[config.mk]
export PLATFORM = sky130hd
export DESIGN_NAME = tbr_trace_readout
export DESIGN_NICKNAME = d
export VERILOG_FILES = /design/src/design/tbr_pkg.sv /design/src/design/tbr_trace_readout.sv
export SDC_FILE = /design/constraint.sdc
export NUM_CORES = 1
export LEC_CHECK = 0
export ABC_AREA = 1
export BUFFER_PORTS_ARGS = -buffer_cell sky130_fd_sc_hd__buf_4
export CAP_MARGIN = 5
export CORE_UTILIZATION = 65
export CTS_CLUSTER_DIAMETER = 50
export DETAILED_ROUTE_END_ITERATION = 6
export PLACE_DENSITY_LB_ADDON = 0.05
export SYNTH_ARGS = -nofsm -noshare
export SYNTH_HDL_FRONTEND = slang
export SYNTH_SLANG_ARGS = --single-unit
[constraint.sdc]
create_clock -name aclk -period 8.1 [get_ports aclk]
set_clock_uncertainty 0.1 [all_clocks]
set_input_delay 0.81 -clock aclk [delete_from_list [all_inputs] [get_ports aclk]]
set_output_delay 0.81 -clock aclk [all_outputs]
set_load 0.02 [all_outputs]
[src/design/tbr_pkg.sv]
// shared constants and carrier types for the trace buffer readout block
`default_nettype none
package tbr_pkg;
	localparam int TBR_ADDR_W = 8;
	localparam int TBR_DEPTH = 64;
	localparam int TBR_TALLY_W = 6;
	// register byte offsets
	localparam logic [7:0] TBR_OFF_TRACE = 8'h00;
	localparam logic [7:0] TBR_OFF_COUNT = 8'h04;
	localparam logic [7:0] TBR_OFF_PAGE = 8'h08;
	localparam logic [7:0] TBR_OFF_CTRL = 8'h0c;
	localparam logic [7:0] TBR_OFF_COMPC = 8'h10;
	// trace_control_one fields
	localparam int TBR_CTRL_ENABLE = 7;
	localparam int TBR_CTRL_ARM = 6;
	localparam int TBR_CTRL_BEGIN = 4;
	localparam int TBR_CTRL_BRK = 3;
	localparam int TBR_CTRL_CAP_LO = 0;
	localparam int TBR_CTRL_COMPC_BRK = 8;
	// trace_word_count and compare_c_page_extension fields
	localparam int TBR_CNT_FULL = 7;
	localparam int TBR_PAGE_SEL_LO = 6;
	localparam int TBR_EXT_W = 6;
	// reset values and bus response codes
	localparam logic [1:0] TBR_CAP_RESET = 2'h0;
	localparam logic [7:0] TBR_PAGE_RESET = 8'h00;
	localparam logic [15:0] TBR_COMPC_RESET = 16'h0000;
	localparam logic [1:0] TBR_RESP_OKAY = 2'h0;
	localparam logic [1:0] TBR_RESP_SLVERR = 2'h2;

	typedef struct packed {
		logic awvalid;
		logic [TBR_ADDR_W-1:0] awaddr;
		logic wvalid;
		logic [31:0] wdata;
		logic [3:0] wstrb;
		logic bready;
		logic arvalid;
		logic [TBR_ADDR_W-1:0] araddr;
		logic rready;
	} tbr_axi_req_type;

	typedef struct packed {
		logic awready;
		logic wready;
		logic bvalid;
		logic [1:0] bresp;
		logic arready;
		logic rvalid;
		logic [31:0] rdata;
		logic [1:0] rresp;
	} tbr_axi_rsp_type;

	typedef struct packed {
		logic [7:0] program_page_value;
		logic [15:0] cpu_addr;
		logic addr_valid;
	} tbr_core_addr_type;
endpackage
`default_nettype wire

[src/design/tbr_trace_readout.sv]
// trace buffer storage, word readout, count tracking and comparator c page compare
//
// Decided for this implementation: the placing of the registers and the AXI4-Lite register port.
`default_nettype none
// What this block does
// - full word reads return data, advance pointer
// - byte or misaligned trace reads give zero
// - armed word reads give zero, no advance
// - trace memory has no reset clearing
// - full flag at 64 words, all valid
// - arm write clears count and full flag
// - six-bit tally counts stored words
// - wrap sets full; end mode keeps counting
// - begin mode wrap disarms, optional break
// - in end mode a full buffer overwrites oldest word circularly
// - page select picks comparator c paging
// - upper page select bit ignored
// - paged mode compares extended bits 21:16
// - comparator c usable for breakpoints
// - arm only with enable in same write
// - begin bit: trigger starts or ends storing
module tbr_trace_readout #(
	parameter int DEPTH = tbr_pkg::TBR_DEPTH
) (
	input wire logic aclk, // bus clock
	input wire logic aresetn, // synchronous reset, active low
	input wire tbr_pkg::tbr_axi_req_type axi_req, // axi4-lite master side
	output tbr_pkg::tbr_axi_rsp_type axi_rsp, // axi4-lite slave answers
	input wire logic store_valid, // capture logic offers a trace word
	input wire logic [15:0] store_word, // trace word to store
	input wire logic trigger_hit, // trigger condition met
	input wire tbr_pkg::tbr_core_addr_type core_addr, // core address and page
	output logic compare_c_match, // comparator c matched last cycle
	output logic break_request, // registered breakpoint request, held while comparator c keeps matching
	output logic trace_armed // arm state
);
	import tbr_pkg::*;

	if (DEPTH != 64) begin : g_depth_check
		$error("tbr_trace_readout supports only DEPTH 64");
	end

	logic [15:0] trace_mem [0:DEPTH-1];
	logic [TBR_TALLY_W-1:0] valid_word_tally;
	logic buffer_full_flag;
	logic [TBR_TALLY_W-1:0] read_offset;
	logic trace_unit_enable;
	logic begin_mode;
	logic trace_break_request_enable;
	logic [1:0] trace_capture_mode;
	logic compc_break_enable;
	logic triggered;
	logic [7:0] compare_c_page_extension;
	logic [15:0] compare_c_value;

	// bus write side: address and data held until both arrive
	logic aw_held;
	logic w_held;
	logic [TBR_ADDR_W-1:0] aw_addr;
	logic [31:0] w_data;
	logic [3:0] w_strb;

	// answer flops kept apart so each process owns its own variables
	logic s_awready;
	logic s_wready;
	logic s_bvalid;
	logic [1:0] s_bresp;
	logic s_arready;
	logic s_rvalid;
	logic [31:0] s_rdata;
	logic [1:0] s_rresp;
	assign axi_rsp.awready = s_awready;
	assign axi_rsp.wready = s_wready;
	assign axi_rsp.bvalid = s_bvalid;
	assign axi_rsp.bresp = s_bresp;
	assign axi_rsp.arready = s_arready;
	assign axi_rsp.rvalid = s_rvalid;
	assign axi_rsp.rdata = s_rdata;
	assign axi_rsp.rresp = s_rresp;

	wire aw_fire = axi_req.awvalid & axi_rsp.awready;
	wire w_fire = axi_req.wvalid & axi_rsp.wready;
	wire write_go = aw_held & w_held & ~axi_rsp.bvalid;
	wire [7:0] wr_off = {aw_addr[TBR_ADDR_W-1:2], 2'b00};
	wire wr_ctrl = write_go & (wr_off == TBR_OFF_CTRL) & w_strb[0];
	wire wr_ctrl_hi = write_go & (wr_off == TBR_OFF_CTRL) & w_strb[1];
	wire wr_page = write_go & (wr_off == TBR_OFF_PAGE) & w_strb[0];
	wire wr_compc_lo = write_go & (wr_off == TBR_OFF_COMPC) & w_strb[0];
	wire wr_compc_hi = write_go & (wr_off == TBR_OFF_COMPC) & w_strb[1];
	wire wr_mapped = (wr_off == TBR_OFF_CTRL) | (wr_off == TBR_OFF_PAGE) |
		(wr_off == TBR_OFF_COMPC) | (wr_off == TBR_OFF_TRACE) | (wr_off == TBR_OFF_COUNT);
	// arm set only sticks when enable is set in the same write
	wire arm_write = wr_ctrl & w_data[TBR_CTRL_ARM] & w_data[TBR_CTRL_ENABLE];

	// storing: begin mode waits for the trigger, end mode stores until it
	wire storing_ok = begin_mode ? triggered : 1'b1;
	wire store_now = trace_armed & storing_ok & store_valid & ~arm_write;
	wire tally_wrap = store_now & (valid_word_tally == {TBR_TALLY_W{1'b1}});

	// read side
	wire ar_fire = axi_req.arvalid & axi_rsp.arready;
	wire [7:0] rd_off = {axi_req.araddr[TBR_ADDR_W-1:2], 2'b00};
	wire rd_aligned = (axi_req.araddr[1:0] == 2'b00);
	wire trace_read_ok = ar_fire & (rd_off == TBR_OFF_TRACE) & rd_aligned & ~trace_armed;
	// oldest word sits at the write slot once the buffer has wrapped
	wire [TBR_TALLY_W-1:0] oldest = buffer_full_flag ? valid_word_tally : '0;
	wire [TBR_TALLY_W-1:0] rd_idx = oldest + read_offset;
	wire [15:0] trace_word_out = trace_read_ok ? trace_mem[rd_idx] : 16'h0000;
	wire [31:0] ctrl_word = {23'h0, compc_break_enable, trace_unit_enable, trace_armed, 1'b0,
		begin_mode, trace_break_request_enable, 1'b0, trace_capture_mode};
	wire [31:0] count_word = {24'h0, buffer_full_flag, 1'b0, valid_word_tally};
	wire rd_mapped = (rd_off == TBR_OFF_TRACE) | (rd_off == TBR_OFF_COUNT) |
		(rd_off == TBR_OFF_PAGE) | (rd_off == TBR_OFF_CTRL) | (rd_off == TBR_OFF_COMPC);
	wire [31:0] next_rdata =
		(rd_off == TBR_OFF_TRACE) ? {16'h0000, trace_word_out} :
		(rd_off == TBR_OFF_COUNT) ? count_word :
		(rd_off == TBR_OFF_PAGE) ? {24'h0, compare_c_page_extension} :
		(rd_off == TBR_OFF_CTRL) ? ctrl_word :
		(rd_off == TBR_OFF_COMPC) ? {16'h0000, compare_c_value} : 32'h0000_0000;

	// comparator c: only the low page select bit matters
	wire paged = compare_c_page_extension[TBR_PAGE_SEL_LO];
	wire [21:0] expanded_address_bus = {core_addr.program_page_value,
		core_addr.cpu_addr[13:0]};
	wire ext_hit = expanded_address_bus[21:16] ==
		compare_c_page_extension[TBR_EXT_W-1:0];
	wire [15:0] low_addr = paged ? expanded_address_bus[15:0] : core_addr.cpu_addr;
	wire next_compare_c_match = core_addr.addr_valid & (low_addr == compare_c_value) &
		(~paged | ext_hit);
	wire next_break_request = (tally_wrap & begin_mode & trace_break_request_enable) |
		(next_compare_c_match & compc_break_enable);

	// trace words are never cleared by reset
	always_ff @(posedge aclk) begin
		if (store_now) begin
			trace_mem[valid_word_tally] <= store_word;
		end
	end

	always_ff @(posedge aclk) begin
		if (!aresetn) begin
			valid_word_tally <= '0;
			buffer_full_flag <= 1'b0;
		end else if (arm_write) begin
			valid_word_tally <= '0;
			buffer_full_flag <= 1'b0;
		end else if (store_now) begin
			valid_word_tally <= valid_word_tally + 1'b1;
			if (tally_wrap) begin
				buffer_full_flag <= 1'b1;
			end
		end
	end

	always_ff @(posedge aclk) begin
		if (!aresetn) begin
			read_offset <= '0;
		end else if (arm_write) begin
			read_offset <= '0;
		end else if (trace_read_ok) begin
			read_offset <= read_offset + 1'b1;
		end
	end

	always_ff @(posedge aclk) begin
		if (!aresetn) begin
			trace_unit_enable <= 1'b0;
			trace_armed <= 1'b0;
			begin_mode <= 1'b0;
			trace_break_request_enable <= 1'b0;
			trace_capture_mode <= TBR_CAP_RESET;
			triggered <= 1'b0;
		end else if (wr_ctrl) begin
			trace_unit_enable <= w_data[TBR_CTRL_ENABLE];
			trace_armed <= w_data[TBR_CTRL_ARM] & w_data[TBR_CTRL_ENABLE];
			begin_mode <= w_data[TBR_CTRL_BEGIN];
			trace_break_request_enable <= w_data[TBR_CTRL_BRK];
			trace_capture_mode <= w_data[TBR_CTRL_CAP_LO +: 2];
			triggered <= 1'b0;
		end else begin
			if (trace_armed & trigger_hit) begin
				triggered <= 1'b1;
			end
			if (tally_wrap & begin_mode) begin
				trace_armed <= 1'b0;
			end else if (trace_armed & trigger_hit & ~begin_mode) begin
				trace_armed <= 1'b0;
			end
		end
	end

	always_ff @(posedge aclk) begin
		if (!aresetn) begin
			compc_break_enable <= 1'b0;
			compare_c_page_extension <= TBR_PAGE_RESET;
			compare_c_value <= TBR_COMPC_RESET;
		end else begin
			if (wr_ctrl_hi) begin
				compc_break_enable <= w_data[TBR_CTRL_COMPC_BRK];
			end
			if (wr_page) begin
				compare_c_page_extension <= w_data[7:0];
			end
			if (wr_compc_lo) begin
				compare_c_value[7:0] <= w_data[7:0];
			end
			if (wr_compc_hi) begin
				compare_c_value[15:8] <= w_data[15:8];
			end
		end
	end

	always_ff @(posedge aclk) begin
		if (!aresetn) begin
			compare_c_match <= 1'b0;
			break_request <= 1'b0;
		end else begin
			compare_c_match <= next_compare_c_match;
			break_request <= next_break_request;
		end
	end

	// write channel: each of aw and w taken once, response after both
	always_ff @(posedge aclk) begin
		if (!aresetn) begin
			aw_held <= 1'b0;
			w_held <= 1'b0;
			aw_addr <= '0;
			w_data <= 32'h0000_0000;
			w_strb <= 4'h0;
			s_awready <= 1'b0;
			s_wready <= 1'b0;
			s_bvalid <= 1'b0;
			s_bresp <= TBR_RESP_OKAY;
		end else begin
			s_awready <= ~aw_held & ~aw_fire;
			s_wready <= ~w_held & ~w_fire;
			if (aw_fire) begin
				aw_held <= 1'b1;
				aw_addr <= axi_req.awaddr;
			end
			if (w_fire) begin
				w_held <= 1'b1;
				w_data <= axi_req.wdata;
				w_strb <= axi_req.wstrb;
			end
			if (write_go) begin
				s_bvalid <= 1'b1;
				s_bresp <= wr_mapped ? TBR_RESP_OKAY : TBR_RESP_SLVERR;
			end else if (s_bvalid & axi_req.bready) begin
				s_bvalid <= 1'b0;
				aw_held <= 1'b0;
				w_held <= 1'b0;
				s_awready <= 1'b1;
				s_wready <= 1'b1;
			end
		end
	end

	// read channel: one read outstanding, data one cycle after address
	always_ff @(posedge aclk) begin
		if (!aresetn) begin
			s_arready <= 1'b0;
			s_rvalid <= 1'b0;
			s_rdata <= 32'h0000_0000;
			s_rresp <= TBR_RESP_OKAY;
		end else if (ar_fire) begin
			s_arready <= 1'b0;
			s_rvalid <= 1'b1;
			s_rdata <= next_rdata;
			s_rresp <= rd_mapped ? TBR_RESP_OKAY : TBR_RESP_SLVERR;
		end else if (s_rvalid & axi_req.rready) begin
			s_rvalid <= 1'b0;
			s_arready <= 1'b1;
		end else begin
			s_arready <= ~s_rvalid;
		end
	end
endmodule
`default_nettype wire

==> results of run 1 <==
logic make-up after synthesis:
| family | count (synthesis) | share of synthesized area, % |
|---|---|---|
| buffers and inverters | 385 | 3.85 |
| multiplexers | 1 | 0.0218 |
| adder cells (fa/ha/maj) | 8 | 0.234 |
| AO/OA/AOI/OAI | 190 | 2.27 |
| AND/OR/NAND/NOR | 2352 | 22.2 |
| XOR/XNOR | 14 | 0.284 |
| flip-flops | 1120 | 71.2 |
| other | 1 | 0.00817 |
per-layer routing:
metal | share of wire, % | wire, um
met1 | 39 | 46000
met5 | 0 | 0
met4 | 4.5 | 5370
met2 | 48 | 56700
met3 | 9.4 | 11300
stage by stage:
step	utilization, %	area [um^2]	power (mW)
5_1_grt	72.8	50900	11.7
3_3_place_gp	67.8	47400	6.66
3_5_place_dp	67.8	47400	6.67
4_1_cts	72.8	50900	11.5
6_report	72.8	50900	11.5
2_1_floorplan	-	46000	6.52
registers in the layout, indices dropped and copies added (netlist names), 2 cells and up:
| signal | cells |
|---|---|
| s_rdata | 16 |
| w_strb | 2 |
| aw_addr | 6 |
| trace_mem | 1024 |
| valid_word_tally | 6 |
| compare_c_value | 16 |
| compare_c_page_extension | 8 |
| w_data | 16 |
| read_offset | 6 |
| trace_capture_mode | 2 |
power by group:
part	switching (mW)	leakage, nW	internal (mW)
clock	2.16	1.71	2.79
sequential	0.0122	9.98	6.32
combinational	0.166	6.55	0.0521
worst register-to-register path, delay by kind of cell, from the launching register on:
kind / cells / cell delay, ns
AOI/OAI and AO/OA: 1 / 0.10
and+or+nand+nor: 7 / 1.47
DFF: 1 / 0.51
adders and majority gates: 2 / 1.12
buffers and inverters: 4 / 1.44
cells in the final DEF (no fill, tap or decap), types with 5 or more instances in the layout:
cell / n
o21ai_0: 78
buf_12: 7
inv_6: 6
buf_4: 180
nor2_1: 147
xor2_1: 7
nand3_1: 950
ha_1: 6
nand2_1: 1215
inv_1: 109
o22ai_1: 6
clkbuf_1: 24
clkinv_1: 31
clkinvlp_4: 5
nor3_1: 6
bufinv_16: 6
nand4_1: 10
nand4_2: 5
clkbuf_16: 113
a211oi_1: 19
o211ai_1: 5
dfxtp_1: 96
conb_1: 18
edfxtp_1: 1024
clkinv_2: 21
a21oi_1: 75
synth_stat cells, types with 20 or more instances:
library cell / n / share of area [%]
nand2_1: 1216 / 9.9
edfxtp_1: 1024 / 67
nand3_1: 950 / 10
nor2_1: 147 / 1.2
buf_2: 138 / 1.5
inv_1: 110 / 0.90
dfxtp_1: 96 / 4.2
o21ai_0: 78 / 0.85
a21oi_1: 75 / 0.82
clkbuf_1: 71 / 0.58
buf_4: 37 / 0.61
buf_1: 20 / 0.16
path summary, 6_finish.rpt:
| check | start | to | slack, ns | depth (start not counted) |
|---|---|---|---|---|
| worst max register to register | valid_word_tally[0] | s_rdata[15] | 3.24 | 14 |
| worst min register to register | aw_addr[6] | aw_addr[6] | 0.37 | 2 |
| worst max-delay path | valid_word_tally[0] | s_rdata[15] | 3.24 | 14 |
| worst min-delay path | axi_req[11] | w_strb[0] | 0.29 | 3 |
cell type report:
cell class / instances / area share (%)
diodes: 1 / 0.00492
inverters: 118 / 0.904
clock buffers: 140 / 5.81
repair buffers: 187 / 2.93
well taps: 940 / 2.31
multi-input cells: 2583 / 22.8
flip-flops and latches: 1120 / 64.2
clock inverters: 71 / 1.09
==> metrics.md, run 1 <==
| Metric | Value |
|---|---|
| Status | `finished, final reports clean` |
| Drt first pass iters | `6` |
| Worst-skew pair later-pin latency | `0.68 ns` |
| Post-CTS Resized | `0` |
| Post-CTS setup buffer count | `0` |
| Critical-path top delay cell | `fa_4` |
| CP delay by family, top | `simple AND/OR/NAND/NOR gates` |
| Vias | `31200` |
| GRT Overall Usage | `33.2%` |
| Area occupied by multi-input gates | `11600 um^2` |
| RSZ-0062 raised after global routing | `no` |
| Post-synth EDFFs | `1024` |
| Main synth FF type | `edfxtp_1` |
| Syn Inst Count | `4071` |
| Critical path type | `flop to flop` |
| Period utilization | `60.1%` |
| Fill cells | `4815` |
| Hold Slack | `0.289 ns` |
| GRT busiest layer | `met2` |
| Starting DRC count in detailed routing | `3968` |
| Vias in the first global route | `28800` |
| Final Max Slew Viols | `0` |
| Area Growth Syn to Fin | `10.9%` |
| Cell total after placement | `4948` |
| Final non-filler cell total | `5160` |
| Startpoint Class | `flop` |
| Slew margin rel. | `12.0%` |
| Fmax achieved | `206 MHz` |
| CP Capture Type | `flop` |
| Final setup TNS | `0 ns` |
| Crit path buf inv count | `4` |
| GR Util met2 | `52.3%` |
| Clock period minus final worst setup slack | `4.86 ns` |
| Final WL | `119 mm` |
| TritonCTS clock tree | `yes` |
| Via density | `6.05` |
| Static Leak | `18.2 nW` |
| Dpl ws | `3.43 ns` |
| Antenna violations before repair | `1` |
| Hold Buf Count CTS | `0` |
| RD Place Congestion | `0.917` |
| Yosys cell types | `47` |
| Tightest Pin Transition | `1.32 ns` |
| Die Span Y | `268 um` |
| Total grt overflow | `0` |
| Met3 Use GR | `6.00%` |
| Ports | `146` |
| Total CTS buffers | `113` |
| Root Buffer | `clkbuf_16` |
| Number of synthesis warnings | `0` |
| Crit-path cells | `nand2_1, inv_1, ha_4, inv_1, fa_4, buf_4, buf_4, nand3_1, nand3_1, nand3_1, nand3_1, nand3_1, nand3_1, a21oi_1` |
| Crit-path max cell delay | `0.97 ns` |
| Htree depth | `3` |
| Peak supply drop | `0.000211 V` |
| Initial Utilization | `65.7%` |
| Post-DP HPWL | `64.0 mm` |
| Global-route wire length before repair | `175 mm` |
| Final hold vios | `0` |
| Worst Path Max Fanout | `53` |
| Sequential cell area | `32700 um^2` |
| PwrDens | `226 nW/um^2` |
| CP arrival | `5.31 ns` |
| Die area | `71700 um^2` |
| Drt wl/cell | `23.1 um` |
| Standard-cell rows | `97` |
| Antenna viol nets, final | `0` |
| Worst Path Required | `8.55 ns` |
| FF+latch count, synth | `1120` |
| Clock transition at the registers of the reported paths | `0.06 ns` |
| Post-synth ARST share | `0%` |
| CTS Sinks | `1120` |
| Residual DRC count | `0` |
| Mapped cell area | `45900 um^2` |
| Nets | `4233` |
| Die Width | `268 um` |
| Worst Hold Class | `primary input to flop` |
| Core area | `69900 um^2` |
| Sequential-to-total area share from yosys stat | `71.2%` |
| Port Buffers | `107` |
| Most frequent CP cell | `nand3_1` |
| Layout cells sized above 1 | `8.94%` |
| Maxcap violations | `0` |
| Largest net degree at the start of global routing | `223` |
| Setup ws final | `3.24 ns` |
| Finish-stage setup viols | `0` |
| Syn Area/Cell | `11.3 um^2` |
| GR met1 Demand/Resource | `45.6%` |
| Clock Path Buffers | `3` |
Note: power is estimated with default switching activity, not from simulation.
==> run 2, diff against run 1 <==
- CORE_UTILIZATION: 65 -> 62
- clock period: 8.1 -> 4.58 ns (I/O delays scaled with it)
==> metrics.md, run 2 (synthesized netlist as in run 1, its figures left out) <==
| Metric | Value |
|---|---|
| Global-route wire length before repair | `180 mm (was 175 mm)` |
| Final Max Slew Viols | `0 (unchanged)` |
| TritonCTS clock tree | `yes (unchanged)` |
| PwrDens | `402 nW/um^2 (was 226 nW/um^2)` |
| Static Leak | `18.7 nW (was 18.2 nW)` |
| Setup ws final | `0.800 ns (was 3.24 ns)` |
| Final hold vios | `0 (unchanged)` |
| Dpl ws | `0.874 ns (was 3.43 ns)` |
| Root Buffer | `clkbuf_16 (unchanged)` |
| NetSw | `4.26 mW (was 2.34 mW)` |
| Failing checks | `design-rule violations` |
| GRT Overall Usage | `32.6% (was 33.2%)` |
| Post-layout util | `71.0% (was 72.8%)` |
| Total CTS buffers | `119 (was 113)` |
| Slew margin rel. | `35.0% (was 12.0%)` |
| Hold_sp | `axi_req[20] (was axi_req[11])` |
| Layout cells sized above 1 | `10.2% (was 8.94%)` |
| Post-CTS Resized | `0 (unchanged)` |
| Most common cell after layout, fill and taps aside | `nand2_1 (unchanged)` |
| Logic pwr share | `2.0% (was 1.9%)` |
| Drt first pass iters | `7 (was 6)` |
| Initial Utilization | `62.8% (was 65.7%)` |
| Status | `finished with violations (was finished, final reports clean)` |
| Standard-cell rows | `99 (was 97)` |
| Clock Path Buffers | `3 (unchanged)` |
| Hold Slack | `0.0345 ns (was 0.289 ns)` |
| Residual DRC count | `2 (was 0)` |
| Largest net degree at the start of global routing | `198 (was 223)` |
| RSZ-0062 raised after global routing | `no (unchanged)` |
| Area Growth Syn to Fin | `13.0% (was 10.9%)` |
| Worst Path Required | `5.08 ns (was 8.55 ns)` |
| Tot Pwr | `20.9 mW (was 11.5 mW)` |
| CTS Sinks | `1120 (unchanged)` |
| Sw frac | `20.4% (was 20.3%)` |
| Antenna diodes | `0 (was 1)` |
| Antenna violations before repair | `1 (unchanged)` |
| Clock share of power | `44.4% (was 43.0%)` |
| Die Span Y | `274 um (was 268 um)` |
| Seq pwr share | `53.7% (was 55.1%)` |
| Clock period minus final worst setup slack | `3.78 ns (was 4.86 ns)` |
| Nets | `4296 (was 4233)` |
| Tightest Pin Transition | `0.971 ns (was 1.32 ns)` |
| Period utilization | `82.5% (was 60.1%)` |
| Ports | `146 (unchanged)` |
| CP Capture Type | `flop (unchanged)` |
| Largest reg by FF count | `trace_mem (unchanged)` |
| Cell depth of the worst flop-to-flop path | `14 (unchanged)` |
| RR Endpoint | `s_rdata[14] (was s_rdata[15])` |
| Via density | `5.99 (was 6.05)` |
| P_int | `16.6 mW (was 9.16 mW)` |
| Critical path type | `flop to flop (unchanged)` |
| Reg2reg start | `valid_word_tally[0] (unchanged)` |
| Hold Path Depth | `3 (unchanged)` |
| Flop-to-flop setup slack | `0.80 ns (was 3.24 ns)` |
| Die Width | `274 um (was 268 um)` |
| Final WL | `122 mm (was 119 mm)` |
| Clock transition at the registers of the reported paths | `0.06 ns (about the same)` |
| Finish-stage setup viols | `0 (unchanged)` |
| Antenna viol nets, final | `0 (unchanged)` |
| Highest-count cells in the layout ignoring fill and taps | `nand2_1, edfxtp_1, nand3_1 (unchanged)` |
| RD Place Congestion | `0.956 (was 0.917)` |
| Startpoint Class | `flop (unchanged)` |
| Vias in the first global route | `29000 (was 28800)` |
| Total grt overflow | `0 (unchanged)` |
| Worst Path Max Fanout | `78 (was 53)` |
| Worst-skew pair later-pin latency | `0.68 ns (about the same)` |
| Vias | `31400 (was 31200)` |
| Drt wl/cell | `23.3 um (was 23.1 um)` |
| CP arrival | `4.28 ns (was 5.31 ns)` |
| Htree depth | `3 (unchanged)` |
| Starting DRC count in detailed routing | `4357 (was 3968)` |
| Min-Delay Endpoint | `w_data[5] (was w_strb[0])` |
| Peak supply drop | `0.000379 V (was 0.000211 V)` |
| Fmax achieved | `265 MHz (was 206 MHz)` |
| Core area | `73100 um^2 (was 69900 um^2)` |
| Port Buffers | `107 (unchanged)` |
| Max FFs per register | `1024 (unchanged)` |
| Final setup TNS | `0 ns (unchanged)` |
| Worst Hold Class | `primary input to flop (unchanged)` |
| Die area | `75100 um^2 (was 71700 um^2)` |
| Post-DP HPWL | `66.4 mm (was 64.0 mm)` |
| Maxcap violations | `0 (unchanged)` |
run 2: cell types whose count changed in the layout (fill, tap and decap cells not counted), sizes merged:
cell         before  now
dlygate4sd3       0   24
bufinv            6    7
clkinv           57   56
diode             1    0
clkinvlp          5    6
buf             187  220
clkbuf          140  147
inv             121  125
run 2: final cells by class:
type	instances	area, um^2
clock buffer	147	3170
clock inverter	76	616
fill	5125	21200
inverter	118	459
multi-input combinational	2583	11600
sequential	1120	32700
tap	959	1200
timing repair buffer	244	2150
run 2: worst max path at each step:
stage,start,to,cells past startpoint,slack (ns)
detailed placement,valid_word_tally[0],s_rdata[13],13,0.87
floorplan,trace_armed,trace_mem[7][0],4,1.89
finish,valid_word_tally[0],s_rdata[14],14,0.80
CTS,valid_word_tally[0],s_rdata[14],14,0.85
global placement,valid_word_tally[0],s_rdata[13],13,0.88
global route,buffer_full_flag,s_rdata[3],14,0.67
run 2: power by group through the flow:
stage	Combinational (mW)	Clock, mW	Sequential [mW]
floorplan	0.118	0	11.4
global placement	0.374	0	11.4
detailed placement	0.381	0	11.4
CTS	0.399	9.31	11.2
global route	0.431	9.72	11.2
finish	0.407	9.25	11.2
run 2: through the flow:
stage | cells | instance area [um^2]
after CTS | 5247 | 51900
after global routing | 5247 | 51900
after detailed placement | 5000 | 47800
after floorplan | 4088 | 46000
final | 5247 | 51900
after global placement | 5000 | 47800
run 2: worst max-delay path, cell delays in order (launching register included):
cell and delay, ns:
dfxtp_1 0.50, nand2_1 0.10, inv_1 0.10, ha_4 0.14
inv_1 0.05, fa_4 0.93, buf_12 0.36, nand3_1 0.13
nand3_1 0.12, nand2_1 0.19, nand2_1 0.12, nand3_1 0.26
nand3_1 0.18, nand3_1 0.18, a21oi_1 0.16
run 2: metal layers:
layer / vias up / GRT usage (%) / part of all wire (%)
li1: 14500 / - / -
met1: 15100 / 46.8 / 40
met4: 0 / 16.3 / 4.8
met3: 251 / 4.88 / 9.3
met2: 1549 / 49.2 / 46
met5: - / 0 / 0
run 2: timing repair:
item | 4_1_cts | 5_1_grt
setup endpoints to repair | 0 | 0
hold buffers | 24 | 0
buffers inserted | 0 | 0
endpoints found under the hold margin | 25 | 0
